## src/pkg/wat_pkg.sv

```systemverilog
// package: register map, field layout, reset values and bus carriers for the week alarm timer
package wat_pkg;
   localparam int unsigned ADDR_W = 5;
   localparam logic [ADDR_W-1:0] OFS_CONTROL = 5'h00;
   localparam logic [ADDR_W-1:0] OFS_SECONDS = 5'h04;
   localparam logic [ADDR_W-1:0] OFS_COMPARE = 5'h08;
   localparam logic [ADDR_W-1:0] OFS_PRESCALER = 5'h0C;
   localparam logic [ADDR_W-1:0] OFS_RATE = 5'h10;
   localparam int unsigned CTRL_RUN_BIT = 0;
   localparam int unsigned CTRL_GPO_BIT = 5;
   localparam int unsigned CTRL_WAKE_BIT = 6;
   localparam logic [31:0] CTRL_MASK = 32'h0000_0061;
   localparam int unsigned SEC_W = 28;
   localparam int unsigned PRESC_W = 15;
   localparam int unsigned RATE_W = 4;
   localparam logic [31:0] CTRL_RESET = 32'h0000_0000;
   localparam logic [SEC_W-1:0] SEC_RESET = 28'h000_0000;
   localparam logic [SEC_W-1:0] COMPARE_RESET = 28'h0FF_FFFF;
   localparam logic [RATE_W-1:0] RATE_RESET = 4'h0;
   localparam logic [PRESC_W-1:0] PRESC_MAX = 15'h7FFF;
   localparam logic [PRESC_W-1:0] PRESC_ZERO = 15'h0000;
   localparam int unsigned TICK_RATE_HZ = 32768;
   localparam int unsigned SYNC_STAGES = 2;

   // one register access from the internal bus
   typedef struct packed {
      logic valid;
      logic write;
      logic [ADDR_W-1:0] addr;
      logic [31:0] wdata;
   } wat_req_type;

   // answer to a register access
   typedef struct packed {
      logic ack;
      logic [31:0] rdata;
   } wat_rsp_type;
endpackage

```

## src/wat_core.sv

```systemverilog
// week alarm timer core: prescaler, seconds counter, alarm and sub-second events
`timescale 1ns/1ns
`default_nettype none
// Operation
// run bit in control bit 0 starts counter and prescaler, clearing it stops them.
// stopped counter holds its value and resumes from it when run is set.
// run low forces prescaler to zero and idles the timer.
// control bit 6 enables the wake event output; low holds it cleared.
// wake enable also allows wake event decoding in the battery control logic.
// control bit 5 drives the battery general output level.
// 28-bit seconds counter increments each second while running; reads give value.
// a seconds counter write may take up to one second to apply.
// seconds and compare accesses complete whatever the run bit.
// alarm and wake event assert while seconds count is at or above compare.
// prescaler register is read-only, returning the 15-bit count.
// 4-bit rate field sets sub-second rate; zero disables it.
// rate n from 1 to 15 gives sub-second events at two to the n hertz.
// prescaler counts at 32.768 kHz; wrap from maximum to zero ticks seconds.
// sub-second event comes from prescaler bits picked by the rate field.
// register writes complete within two slow clock cycles.
// reserved bits read zero and ignore writes.
module wat_core (
   input wire logic mclk,
   input wire logic srst,
   input wire logic clk32_pin,
   input wire wat_pkg::wat_req_type bus_req,
   output var wat_pkg::wat_rsp_type bus_rsp,
   output logic alarm_irq,
   output logic wake_event,
   output logic wake_decode_enable,
   output logic battery_general_output,
   output logic second_irq,
   output logic subsecond_irq
);
   import wat_pkg::*;

   logic [SYNC_STAGES-1:0] sync_q;
   logic sync_last_q;
   logic [31:0] ctrl_q;
   logic [SEC_W-1:0] sec_q;
   logic [SEC_W-1:0] sec_d;
   logic [SEC_W-1:0] cmp_q;
   logic [PRESC_W-1:0] presc_q;
   logic [PRESC_W-1:0] presc_d;
   logic [RATE_W-1:0] rate_q;
   wat_rsp_type rsp_q;
   logic alarm_q;
   logic wake_q;
   logic second_q;
   logic subsec_q;

   // slow clock edge seen in the mclk domain
   wire slow_edge = sync_q[SYNC_STAGES-1] & ~sync_last_q;
   wire timer_run = ctrl_q[CTRL_RUN_BIT];
   wire wake_output_enable = ctrl_q[CTRL_WAKE_BIT];
   wire tick = timer_run & slow_edge;
   wire wrap = tick & (presc_q == PRESC_MAX);
   wire [PRESC_W-1:0] presc_inc = presc_q + 15'h0001;

   // address match shared by write strobes and read selection
   function automatic logic addr_hit(input logic [ADDR_W-1:0] a, input logic [ADDR_W-1:0] ofs);
      addr_hit = (a == ofs);
   endfunction

   // register address decode
   wire wr = bus_req.valid & bus_req.write;
   wire rd = bus_req.valid & ~bus_req.write;
   wire sel_ctrl = addr_hit(bus_req.addr, OFS_CONTROL);
   wire sel_sec = addr_hit(bus_req.addr, OFS_SECONDS);
   wire sel_cmp = addr_hit(bus_req.addr, OFS_COMPARE);
   wire sel_presc = addr_hit(bus_req.addr, OFS_PRESCALER);
   wire sel_rate = addr_hit(bus_req.addr, OFS_RATE);
   wire sel_none = ~(sel_ctrl | sel_sec | sel_cmp | sel_presc | sel_rate); // unmapped offset
   wire wr_ctrl = wr & sel_ctrl;
   wire wr_sec = wr & sel_sec;
   wire wr_cmp = wr & sel_cmp;
   wire wr_rate = wr & sel_rate;

   // mask of prescaler low bits that must be zero for a sub-second event
   function automatic logic [PRESC_W-1:0] rate_mask(input logic [RATE_W-1:0] n);
      rate_mask = PRESC_MAX >> n;
   endfunction

   wire [PRESC_W-1:0] sub_mask = rate_mask(rate_q);
   wire subsecond_rate_select_on = (rate_q != RATE_RESET);
   wire sub_hit = tick & subsecond_rate_select_on & ((presc_inc & sub_mask) == PRESC_ZERO);
   wire at_alarm = (sec_q >= cmp_q);

   // read data selection, reserved bits zero
   wire [31:0] rd_data =
      sel_ctrl ? (ctrl_q & CTRL_MASK) :
      sel_sec ? {4'h0, sec_q} :
      sel_cmp ? {4'h0, cmp_q} :
      sel_presc ? {17'h0_0000, presc_q} :
      sel_rate ? {28'h000_0000, rate_q} : 32'h0000_0000;

   // prescaler: counts while running, held at zero when stopped
   assign presc_d = !timer_run ? PRESC_ZERO : (tick ? presc_inc : presc_q);

   // seconds counter: write applies at once, else wrap increments
   assign sec_d = wr_sec ? bus_req.wdata[SEC_W-1:0] :
                  (wrap ? sec_q + 28'h000_0001 : sec_q);

   // two-flop synchroniser plus edge history
   always_ff @(posedge mclk) begin
      if (srst) begin
         sync_q <= '0;
         sync_last_q <= 1'b0;
      end else begin
         sync_q <= {sync_q[SYNC_STAGES-2:0], clk32_pin};
         sync_last_q <= sync_q[SYNC_STAGES-1];
      end
   end

   // software registers, writes take effect in one mclk cycle
   always_ff @(posedge mclk) begin
      if (srst) begin
         ctrl_q <= CTRL_RESET;
         cmp_q <= COMPARE_RESET;
         rate_q <= RATE_RESET;
      end else begin
         if (wr_ctrl) begin
            ctrl_q <= bus_req.wdata & CTRL_MASK;
         end
         if (wr_cmp) begin
            cmp_q <= bus_req.wdata[SEC_W-1:0];
         end
         if (wr_rate) begin
            rate_q <= bus_req.wdata[RATE_W-1:0];
         end
      end
   end

   // counters
   always_ff @(posedge mclk) begin
      if (srst) begin
         presc_q <= PRESC_ZERO;
         sec_q <= SEC_RESET;
      end else begin
         presc_q <= presc_d;
         sec_q <= sec_d;
      end
   end

   // bus answer, one cycle after the request
   always_ff @(posedge mclk) begin
      if (srst) begin
         rsp_q <= '0;
      end else begin
         rsp_q.ack <= bus_req.valid;
         rsp_q.rdata <= rd ? rd_data : 32'h0000_0000;
      end
   end

   // event outputs
   always_ff @(posedge mclk) begin
      if (srst) begin
         alarm_q <= 1'b0;
         wake_q <= 1'b0;
         second_q <= 1'b0;
         subsec_q <= 1'b0;
      end else begin
         alarm_q <= at_alarm;
         wake_q <= wake_output_enable & at_alarm;
         second_q <= wrap;
         subsec_q <= sub_hit;
      end
   end

   assign bus_rsp = rsp_q;
   assign alarm_irq = alarm_q;
   assign wake_event = wake_q;
   assign wake_decode_enable = ctrl_q[CTRL_WAKE_BIT];
   assign battery_general_output = ctrl_q[CTRL_GPO_BIT];
   assign second_irq = second_q;
   assign subsecond_irq = subsec_q;

   // checks on the timer behaviour
   chk_stop_prescaler_zero: assert property (@(posedge mclk) disable iff (srst)
      !timer_run |=> (presc_q == PRESC_ZERO))
      else $error("prescaler not zero while stopped");

   chk_hold_seconds_stopped: assert property (@(posedge mclk) disable iff (srst)
      (!timer_run && !wr_sec) |=> $stable(sec_q))
      else $error("seconds changed while stopped");

   chk_wrap_seconds_step: assert property (@(posedge mclk) disable iff (srst)
      (wrap && !wr_sec) |=> (sec_q == $past(sec_q) + 28'h000_0001) && (presc_q == PRESC_ZERO))
      else $error("wrap did not advance seconds");

   chk_alarm_tracks_compare: assert property (@(posedge mclk) disable iff (srst)
      (sec_q >= cmp_q) |=> alarm_irq)
      else $error("alarm missing at compare");

   chk_alarm_below_compare: assert property (@(posedge mclk) disable iff (srst)
      (sec_q < cmp_q) |=> !alarm_irq && !wake_event)
      else $error("alarm raised below compare");

   chk_wake_gate_off: assert property (@(posedge mclk) disable iff (srst)
      !wake_output_enable |=> !wake_event)
      else $error("wake event while disabled");

   chk_gpo_write_level: assert property (@(posedge mclk) disable iff (srst)
      wr_ctrl |=> (battery_general_output == $past(bus_req.wdata[CTRL_GPO_BIT])))
      else $error("general output not following write");

   chk_access_ack: assert property (@(posedge mclk) disable iff (srst)
      bus_req.valid |=> bus_rsp.ack)
      else $error("access not acknowledged");

   chk_presc_read_clean: assert property (@(posedge mclk) disable iff (srst)
      (rd && bus_req.addr == OFS_PRESCALER) |=> (bus_rsp.rdata == {17'h0_0000, $past(presc_q)}))
      else $error("prescaler read wrong");

   chk_subsec_disabled: assert property (@(posedge mclk) disable iff (srst)
      (rate_q == RATE_RESET) |=> !subsecond_irq)
      else $error("sub-second event while disabled");

   chk_subsec_fastest: assert property (@(posedge mclk) disable iff (srst)
      (rate_q == 4'hF && tick) |=> subsecond_irq)
      else $error("fastest rate missed a tick");

   chk_seconds_write: assert property (@(posedge mclk) disable iff (srst)
      wr_sec |=> (sec_q == $past(bus_req.wdata[SEC_W-1:0])))
      else $error("seconds write not applied");

   // checks on register writes, bus answers, pulses and sub-second phase
   chk_run_write_level: assert property (@(posedge mclk) disable iff (srst)
      wr_ctrl |=> (timer_run == $past(bus_req.wdata[CTRL_RUN_BIT])))
      else $error("run bit not following write");

   chk_decode_enable_write: assert property (@(posedge mclk) disable iff (srst)
      wr_ctrl |=> (wake_decode_enable == $past(bus_req.wdata[CTRL_WAKE_BIT])))
      else $error("wake decode enable not following write");

   chk_compare_write: assert property (@(posedge mclk) disable iff (srst)
      wr_cmp |=> (cmp_q == $past(bus_req.wdata[SEC_W-1:0])))
      else $error("compare write not applied");

   chk_rate_write: assert property (@(posedge mclk) disable iff (srst)
      wr_rate |=> (rate_q == $past(bus_req.wdata[RATE_W-1:0])))
      else $error("rate write not applied");

   chk_stop_no_pulse: assert property (@(posedge mclk) disable iff (srst)
      !timer_run |=> (!second_irq && !subsecond_irq))
      else $error("timer pulse while stopped");

   chk_run_prescaler_step: assert property (@(posedge mclk) disable iff (srst)
      (tick && !wrap) |=> (presc_q == $past(presc_q) + 15'h0001))
      else $error("prescaler did not step on tick");

   chk_prescaler_hold_idle: assert property (@(posedge mclk) disable iff (srst)
      (timer_run && !tick) |=> $stable(presc_q))
      else $error("prescaler moved without tick");

   chk_seconds_no_step: assert property (@(posedge mclk) disable iff (srst)
      (!wrap && !wr_sec) |=> $stable(sec_q))
      else $error("seconds moved without wrap");

   chk_second_pulse_once: assert property (@(posedge mclk) disable iff (srst)
      second_irq |=> !second_irq)
      else $error("second pulse longer than one cycle");

   chk_ack_single: assert property (@(posedge mclk) disable iff (srst)
      !bus_req.valid |=> !bus_rsp.ack)
      else $error("acknowledge without access");

   chk_write_rdata_zero: assert property (@(posedge mclk) disable iff (srst)
      wr |=> (bus_rsp.rdata == 32'h0000_0000))
      else $error("read data on a write");

   chk_unmapped_read_zero: assert property (@(posedge mclk) disable iff (srst)
      (rd && sel_none) |=> (bus_rsp.rdata == 32'h0000_0000))
      else $error("unmapped read not zero");

   chk_seconds_read_clean: assert property (@(posedge mclk) disable iff (srst)
      (rd && sel_sec) |=> (bus_rsp.rdata == {4'h0, $past(sec_q)}))
      else $error("seconds read wrong");

   chk_subsec_half_second: assert property (@(posedge mclk) disable iff (srst)
      (tick && rate_q == 4'h1 && presc_q[13:0] == 14'h3FFF) |=> subsecond_irq)
      else $error("half second event missing");

   chk_subsec_half_quiet: assert property (@(posedge mclk) disable iff (srst)
      (tick && rate_q == 4'h1 && presc_q[13:0] != 14'h3FFF) |=> !subsecond_irq)
      else $error("half second event out of phase");

   chk_subsec_even_step: assert property (@(posedge mclk) disable iff (srst)
      (tick && rate_q == 4'hE && presc_q[0]) |=> subsecond_irq)
      else $error("rate fourteen event missing");

   chk_wake_follows_alarm: assert property (@(posedge mclk) disable iff (srst)
      (wake_output_enable && sec_q >= cmp_q) |=> wake_event)
      else $error("wake event missing while enabled");

   chk_gpo_hold: assert property (@(posedge mclk) disable iff (srst)
      !wr_ctrl |=> $stable(battery_general_output))
      else $error("general output changed without write");

   // main scenarios
   cov_second_wrap: cover property (@(posedge mclk) disable iff (srst) wrap);
   cov_alarm_rise: cover property (@(posedge mclk) disable iff (srst) $rose(alarm_irq));
   cov_wake_event: cover property (@(posedge mclk) disable iff (srst) $rose(wake_event));
   cov_subsec_pulse: cover property (@(posedge mclk) disable iff (srst)
      subsecond_irq && rate_q == 4'h1);
   cov_run_resume: cover property (@(posedge mclk) disable iff (srst)
      $rose(timer_run) && sec_q != SEC_RESET);
endmodule // wat_core
`default_nettype wire
```

## config.mk

```make
export PLATFORM = sky130hd
export DESIGN_NAME = wat_core
export DESIGN_NICKNAME = d
export VERILOG_FILES = /design/src/pkg/wat_pkg.sv /design/src/wat_core.sv
export SDC_FILE = /design/constraint.sdc
export NUM_CORES = 1
export LEC_CHECK = 0
export BUFFER_PORTS_ARGS = -buffer_cell sky130_fd_sc_hd__buf_2
export CAP_MARGIN = 20
export CORE_ASPECT_RATIO = 1.75
export CORE_MARGIN = 1
export CORE_UTILIZATION = 50
export CTS_BUF_LIST = sky130_fd_sc_hd__clkbuf_8
export DETAILED_ROUTE_END_ITERATION = 10
export PLACE_DENSITY_LB_ADDON = 0.15
export SLEW_MARGIN = 20
export SYNTH_ARGS = -nofsm -noshare
export SYNTH_HDL_FRONTEND = slang
export SYNTH_SLANG_ARGS = --single-unit
```

## constraint.sdc

```tcl
create_clock -name mclk -period 2.88 [get_ports mclk]
set_input_delay 0.576 -clock mclk [delete_from_list [all_inputs] [get_ports mclk]]
set_output_delay 0.576 -clock mclk [all_outputs]
set_load 0.02 [all_outputs]
```

==> results of run 1 <==
-- critical path, stage by stage, from the launching register on --
cell	delay (ns)
dfxtp_1	0.35
ha_1	0.24
nand3_2	0.17
or4_4	0.60
or3_4	0.46
buf_4	0.20
nor3_2	0.21
xnor2_1	0.08
a211oi_1	0.26
-- report_power, final --
group	total (mW)	internal (mW)	switching (mW)
Clock	1.59	0.947	0.646
Sequential	1.59	1.59	0.00760
Combinational	0.142	0.0515	0.0906
Total	3.33	2.58	0.744
-- final cells by class --
| cell class | count | area, um^2 |
|---|---|---|
| Clock buffer | 18 | 248 |
| Tap cell | 135 | 169 |
| Sequential cell | 114 | 2280 |
| Timing Repair Buffer | 97 | 561 |
| Clock inverter | 14 | 171 |
| Multi-Input combinational cell | 504 | 3250 |
| Fill cell | 1056 | 4690 |
| Inverter | 38 | 143 |
-- placed cells by master (no fill, tap or decap), types with 7 or more instances in the layout --
cell type and count:
mux2i_1 10, nand2_1 44, buf_2 72, o21ai_0 29, and3_1 7, a211o_1 23
nor3_1 13, dfxtp_1 114, clkbuf_8 18, nand4_1 13, a211oi_1 24, a21oi_1 22
inv_1 41, a22oi_1 29, nor2_1 110, nand3_1 21, xnor2_1 33, xor2_1 9
ha_1 30, a21o_1 11, buf_4 24
-- state kept, by name, indices dropped and copies added (netlist names) --
signal         count
sec_q             28
sync_q             2
subsecond_irq      1
rate_q             4
alarm_irq          1
cmp_q             28
bus_rsp           29
presc_q           15
wake_event         1
sync_last_q        1
ctrl_q             3
second_irq         1
-- metrics by stage --
stage | std cells | setup slack (ns)
3_5_place_dp | 888 | 0.162
4_1_cts | 920 | 0.140
6_report | 920 | 0.218
3_3_place_gp | 888 | 0.278
2_1_floorplan | 710 | 0.287
5_1_grt | 920 | 0.0556
-- logic make-up (layout without fill, tap and decap cells) --
group           after synthesis  count (layout)  share of synthesized area
compound gates              160             160                      0.190
xor+xnor                     42              42                     0.0624
fa+ha+maj                    30              30                     0.0637
buf+inv                      92             167                     0.0645
flops                       114             114                      0.387
mux                          11              11                     0.0208
other cells                   1               4                   0.000636
simple gates                257             257                      0.211
-- how the worst max path moves through the flow --
stage	start	end	slack, ns
4_1_cts	presc_q[0]	sec_q[18]	0.14
5_1_grt	presc_q[0]	sec_q[18]	0.06
3_3_place_gp	presc_q[0]	sec_q[25]	0.28
6_report	presc_q[0]	sec_q[18]	0.22
3_5_place_dp	presc_q[0]	sec_q[25]	0.16
2_1_floorplan	presc_q[0]	sec_q[10]	0.29
-- repair_timing --
item	CTS	global route
buffers inserted	0	0
resized for setup	0	1
setup endpoints to repair	0	3
-- routing by layer --
metal  up-vias  share of wire  global-route usage
li1       2610              -                   -
met1      2507           0.38               0.271
met2       138           0.55               0.486
met3        34          0.040              0.0437
met4         0          0.026               0.116
met5         -              0                   0
==> impl_metrics.env, run 1 <==
export IMPL_status="finished, violations left"
export IMPL_violations="DRC"
export IMPL_grt_usage=0.256
export IMPL_avgRoutedWirePerCell_um=16.2
export IMPL_cts_root_buffer="clkbuf_8"
export IMPL_r2r_slack_ns=0.22
export IMPL_drtAntennaViolNets=0
export IMPL_r2r_start="presc_q[0]"
export IMPL_area_delta_synth_final_pct=15.8
export IMPL_diodes=0
export IMPL_placedInstanceArea_mm2=0.00640
export IMPL_powerDensity_mw_per_mm2=488
export IMPL_die_w_um=84.1
export IMPL_fin_util=0.593
export IMPL_postSynthCellCount=707
export IMPL_r2r_end="sec_q[18]"
export IMPL_drt_pre_antenna_iters=8
export IMPL_crit_arrival_ns=3.00
export IMPL_max_freq_mhz=376
export IMPL_peakVddDrop_v=0.000377
export IMPL_grt_pass1_wl_um=24900
export IMPL_start_kind="flip-flop"
export IMPL_yosys_area_top_type="dfxtp_1"
export IMPL_whs_path_depth=2
export IMPL_maxSlewViolCount=0
export IMPL_required_ns=3.22
export IMPL_critPathKind="reg -> reg"
export IMPL_ys_seq_elements=114
export IMPL_drive_gt1_frac=0.181
export IMPL_antenna_found_initial=0
export IMPL_worstSkewPairLatency_ns=0.43
export IMPL_synthesis_area_mm2=0.00590
export IMPL_fp_coreArea_mm2=0.0115
export IMPL_fin_tns_setup_ns=0
export IMPL_synth_avg_cell_area_um2=8.34
export IMPL_crit_fanout=8
export IMPL_yosys_top_cells_area="dfxtp_1 39%, nor2_1 7.0%, ha_1 6.4%"
export IMPL_clock_sinks=114
export IMPL_rsz0062_at_grt="no"
export IMPL_drc_errors=6
export IMPL_period_needed_ns=2.66
export IMPL_yosysWarnings=0
export IMPL_place_congestion=0.888
export IMPL_end_kind="flip-flop"
export IMPL_synth_cell_types=56
export IMPL_cts_clk_slew_worst_paths_ns=0.07
export IMPL_ys_top_cells_by_count="114 x dfxtp_1, 110 x nor2_1, 44 x nand2_1"
export IMPL_ys_async_sr_fraction=0
export IMPL_dieArea_mm2=0.0122
export IMPL_hold_ws_ns=0.348
export IMPL_total_power_mw=3.33
export IMPL_synth_edf_count=0
export IMPL_first_global_vias=5190
export IMPL_cts_tree="yes"
export IMPL_vias=5289
export IMPL_final_nets=844
export IMPL_cts_hold_buf=0
export IMPL_finalInstanceArea_mm2=0.00683
export IMPL_port_buffers=72
export IMPL_ys_flop_type="dfxtp_1"
export IMPL_grt_ovfl_total=0
export IMPL_drtIter0Drc=331
export IMPL_leakage_nw=2.90
export IMPL_netlist_area_leader_share=0.387
export IMPL_fin_worst_skew_ns=0.0125
export IMPL_grt_max_degree=52
export IMPL_die_h_um=146
export IMPL_numCtsBuffers=17
export IMPL_finalWirelength_um=14900
export IMPL_finalHoldViolCount=0
export IMPL_htreeDepth=4
export IMPL_hold_path_end="sync_q[0]"
export IMPL_io_pins=81
export IMPL_min_from="clk32_pin"
export IMPL_yosysMostFrequentCell="dfxtp_1"
export IMPL_synth_seq_area_share=0.387
export IMPL_timing_worst_slew_pin_value_ns=0.589
export IMPL_viasPerCell=5.75
export IMPL_setup_viol=0
export IMPL_max_clock_path_buffers=2
export IMPL_dpl_hpwl_um=11000
export IMPL_reg2reg_depth=8
export IMPL_fin_crit_sh=0.924
export IMPL_initial_core_util=0.512
export IMPL_rows=52
export IMPL_worst_hold_path_type="in -> reg"
export IMPL_timing_slew_headroom=0.598
export IMPL_maxCapViolCount=0
Power figures use the tool's default switching activity.
==> inputs of run 2 (changes only) <==
--- a/config.mk
+++ b/config.mk
@@ -7,7 +7,7 @@
 export LEC_CHECK = 0
 export BUFFER_PORTS_ARGS = -buffer_cell sky130_fd_sc_hd__buf_2
 export CAP_MARGIN = 20
-export CORE_ASPECT_RATIO = 1.75
+export CORE_ASPECT_RATIO = 0.6
 export CORE_MARGIN = 1
 export CORE_UTILIZATION = 50
 export CTS_BUF_LIST = sky130_fd_sc_hd__clkbuf_8
==> run 2 against run 1 <==
  * The flow now finishes without violations
  * Via count rose by 1.4%
  * Final area rose by 0.64%
  * Clock-buffer cell count is 8 higher
  * Hold slack about the same
  * Flip-flop and latch count unchanged
  * Cell count rose by 2.2%
  * Sequential share of layout area fell by 0.21 points
  * Critical path type unchanged
  * Largest cell class unchanged
==> impl_metrics.env, run 2 (same netlist as run 1, synthesis figures left out) <==
export IMPL_status="finished clean"
export IMPL_peakVddDrop_v=0.000332
export IMPL_place_congestion=0.878
export IMPL_grt_max_degree=72
export IMPL_dieArea_mm2=0.0122
export IMPL_htreeDepth=4
export IMPL_antenna_found_initial=0
export IMPL_reg2reg_depth=7
export IMPL_period_needed_ns=2.75
export IMPL_critPathKind="reg -> reg"
export IMPL_startpoint="presc_q[1]"
export IMPL_fin_tns_setup_ns=0
export IMPL_met2_length_um=6210
export IMPL_maxSlewViolCount=0
export IMPL_start_kind="flip-flop"
export IMPL_worst_hold_path_type="in -> reg"
export IMPL_drive_gt1_frac=0.178
export IMPL_fillers=1030
export IMPL_maxCapViolCount=0
export IMPL_drc_errors=0
export IMPL_cts_tree="yes"
export IMPL_grt_pass1_wl_um=25300
export IMPL_largest_reg_flops=29
export IMPL_timing_worst_slew_pin_value_ns=0.606
export IMPL_dpl_hpwl_um=11400
export IMPL_initial_core_util=0.518
export IMPL_placedCellCount=910
export IMPL_fin_crit_sh=0.953
export IMPL_drt_pre_antenna_iters=5
export IMPL_end_kind="flip-flop"
export IMPL_drtIter0Drc=497
export IMPL_top_layer="met4"
export IMPL_crit_arrival_ns=3.10
export IMPL_r2r_end="sec_q[26]"
export IMPL_met1_length_um=8050
export IMPL_slowest_delay_ns=0.62
export IMPL_clock_sinks=114
export IMPL_vias=5362
export IMPL_fin_worst_skew_ns=0.0129
export IMPL_cts_root_buffer="clkbuf_8"
export IMPL_drtAntennaViolNets=0
export IMPL_cp_cell_sequence="ha_1 -> nand3_2 -> or4_1 -> or3_4 -> nor4_1 -> xnor2_1 -> a211oi_1"
export IMPL_grt_usage=0.269
export IMPL_max_freq_mhz=364
export IMPL_finalHoldViolCount=0
export IMPL_powerDensity_mw_per_mm2=486
export IMPL_finalWirelength_um=15600
export IMPL_cts_setup_buffers=0
export IMPL_final_common_cell="dfxtp_1"
export IMPL_wl_met3_um=1070
export IMPL_required_ns=3.24
export IMPL_total_power_mw=3.34
export IMPL_min_from="clk32_pin"
export IMPL_rsz0062_at_grt="no"
export IMPL_finalWorstSetupSlack_ns=0.134
export IMPL_whs_path_depth=2
export IMPL_crit_fanout=10
export IMPL_final_cell_mix="114 x dfxtp_1, 110 x nor2_1, 72 x buf_2"
export IMPL_diodes=0
export IMPL_numCtsBuffers=17
export IMPL_io_pins=81
export IMPL_hold_path_end="sync_q[0]"
export IMPL_rows=30
export IMPL_leakage_nw=2.89
export IMPL_max_clock_path_buffers=2
export IMPL_cts_clk_slew_worst_paths_ns=0.07
export IMPL_port_buffers=72
export IMPL_fp_coreArea_mm2=0.0114
export IMPL_r2r_start="presc_q[1]"
export IMPL_worstSkewPairLatency_ns=0.44
export IMPL_r2r_slack_ns=0.13
export IMPL_timing_slew_headroom=0.596
export IMPL_die_h_um=86.1
export IMPL_die_w_um=142
export IMPL_final_nets=841
export IMPL_area_delta_synth_final_pct=16.6
export IMPL_crit_slowest_cell="or4_1"
export IMPL_setup_viol=0
export IMPL_grt_ovfl_total=0
export IMPL_first_global_vias=4999
export IMPL_avgRoutedWirePerCell_um=16.6
export IMPL_place_ws_ns=0.163
export IMPL_viasPerCell=5.70
export IMPL_final_instance_count_excl_fill=940
[run 2: changes by cell type in the layout (fill, tap and decap cells not counted)]
cell / before / now
buf_12: 1 / 3
buf_4: 24 / 19
bufinv_16: 4 / 2
clkbuf_8: 18 / 26
clkinv_2: 5 / 1
clkinvlp_4: 2 / 0
inv_1: 41 / 39
nor4_1: 5 / 4
nor4_2: 1 / 2
or4_1: 2 / 3
or4_4: 1 / 0
[run 2: metal layers]
metal / track usage / up-vias
li1: - / 2612
met3: 0.0508 / 22
met4: 0.108 / 0
met2: 0.377 / 198
met5: 0 / -
met1: 0.401 / 2530
[run 2: worst max path at each step]
stage / endpoint / slack (ns) / cells past startpoint
3_3_place_gp: sec_q[25] / 0.29 / 8
4_1_cts: sec_q[24] / 0.14 / 7
5_1_grt: sec_q[26] / 0.02 / 7
6_report: sec_q[26] / 0.13 / 7
2_1_floorplan: sec_q[10] / 0.29 / 8
3_5_place_dp: sec_q[24] / 0.16 / 7
[run 2: where the power goes]
part | switching, mW | internal [mW]
sequential | 0.00796 | 1.59
combinational | 0.0947 | 0.0529
clock | 0.635 | 0.965
[run 2: layout make-up]
cell class | count | area [um^2] | share of cell area
clock buffer | 26 | 358 | 0.0521
sequential | 114 | 2280 | 0.332
inverter | 38 | 143 | 0.0208
tap | 160 | 200 | 0.0291
timing repair buffer | 94 | 563 | 0.0819
multi-input combinational | 504 | 3260 | 0.474
clock inverter | 4 | 68.8 | 0.0100
[run 2: per-stage QoR]
step / hold slack (ns) / utilization / area (um^2)
after floorplan: 0.414 / - / 5910
after global placement: 0.424 / 0.566 / 6440
after detailed placement: 0.420 / 0.566 / 6440
after CTS: 0.334 / 0.604 / 6870
after global routing: 0.354 / 0.604 / 6870
final: 0.348 / 0.604 / 6870
[run 2: what timing repair did]
item,CTS,global route
hold buffers,0,0
endpoints found under the setup margin,0,1
gates resized for setup,0,1
[run 2: critical path: cells and delay by family (launching register included)]
family	cells	cell delay, ns
AND/OR/NAND/NOR	4	1.65
flip-flops	1	0.42
adder cells (fa/ha/maj)	1	0.26
AO/OA/AOI/OAI	1	0.22
XOR/XNOR	1	0.12
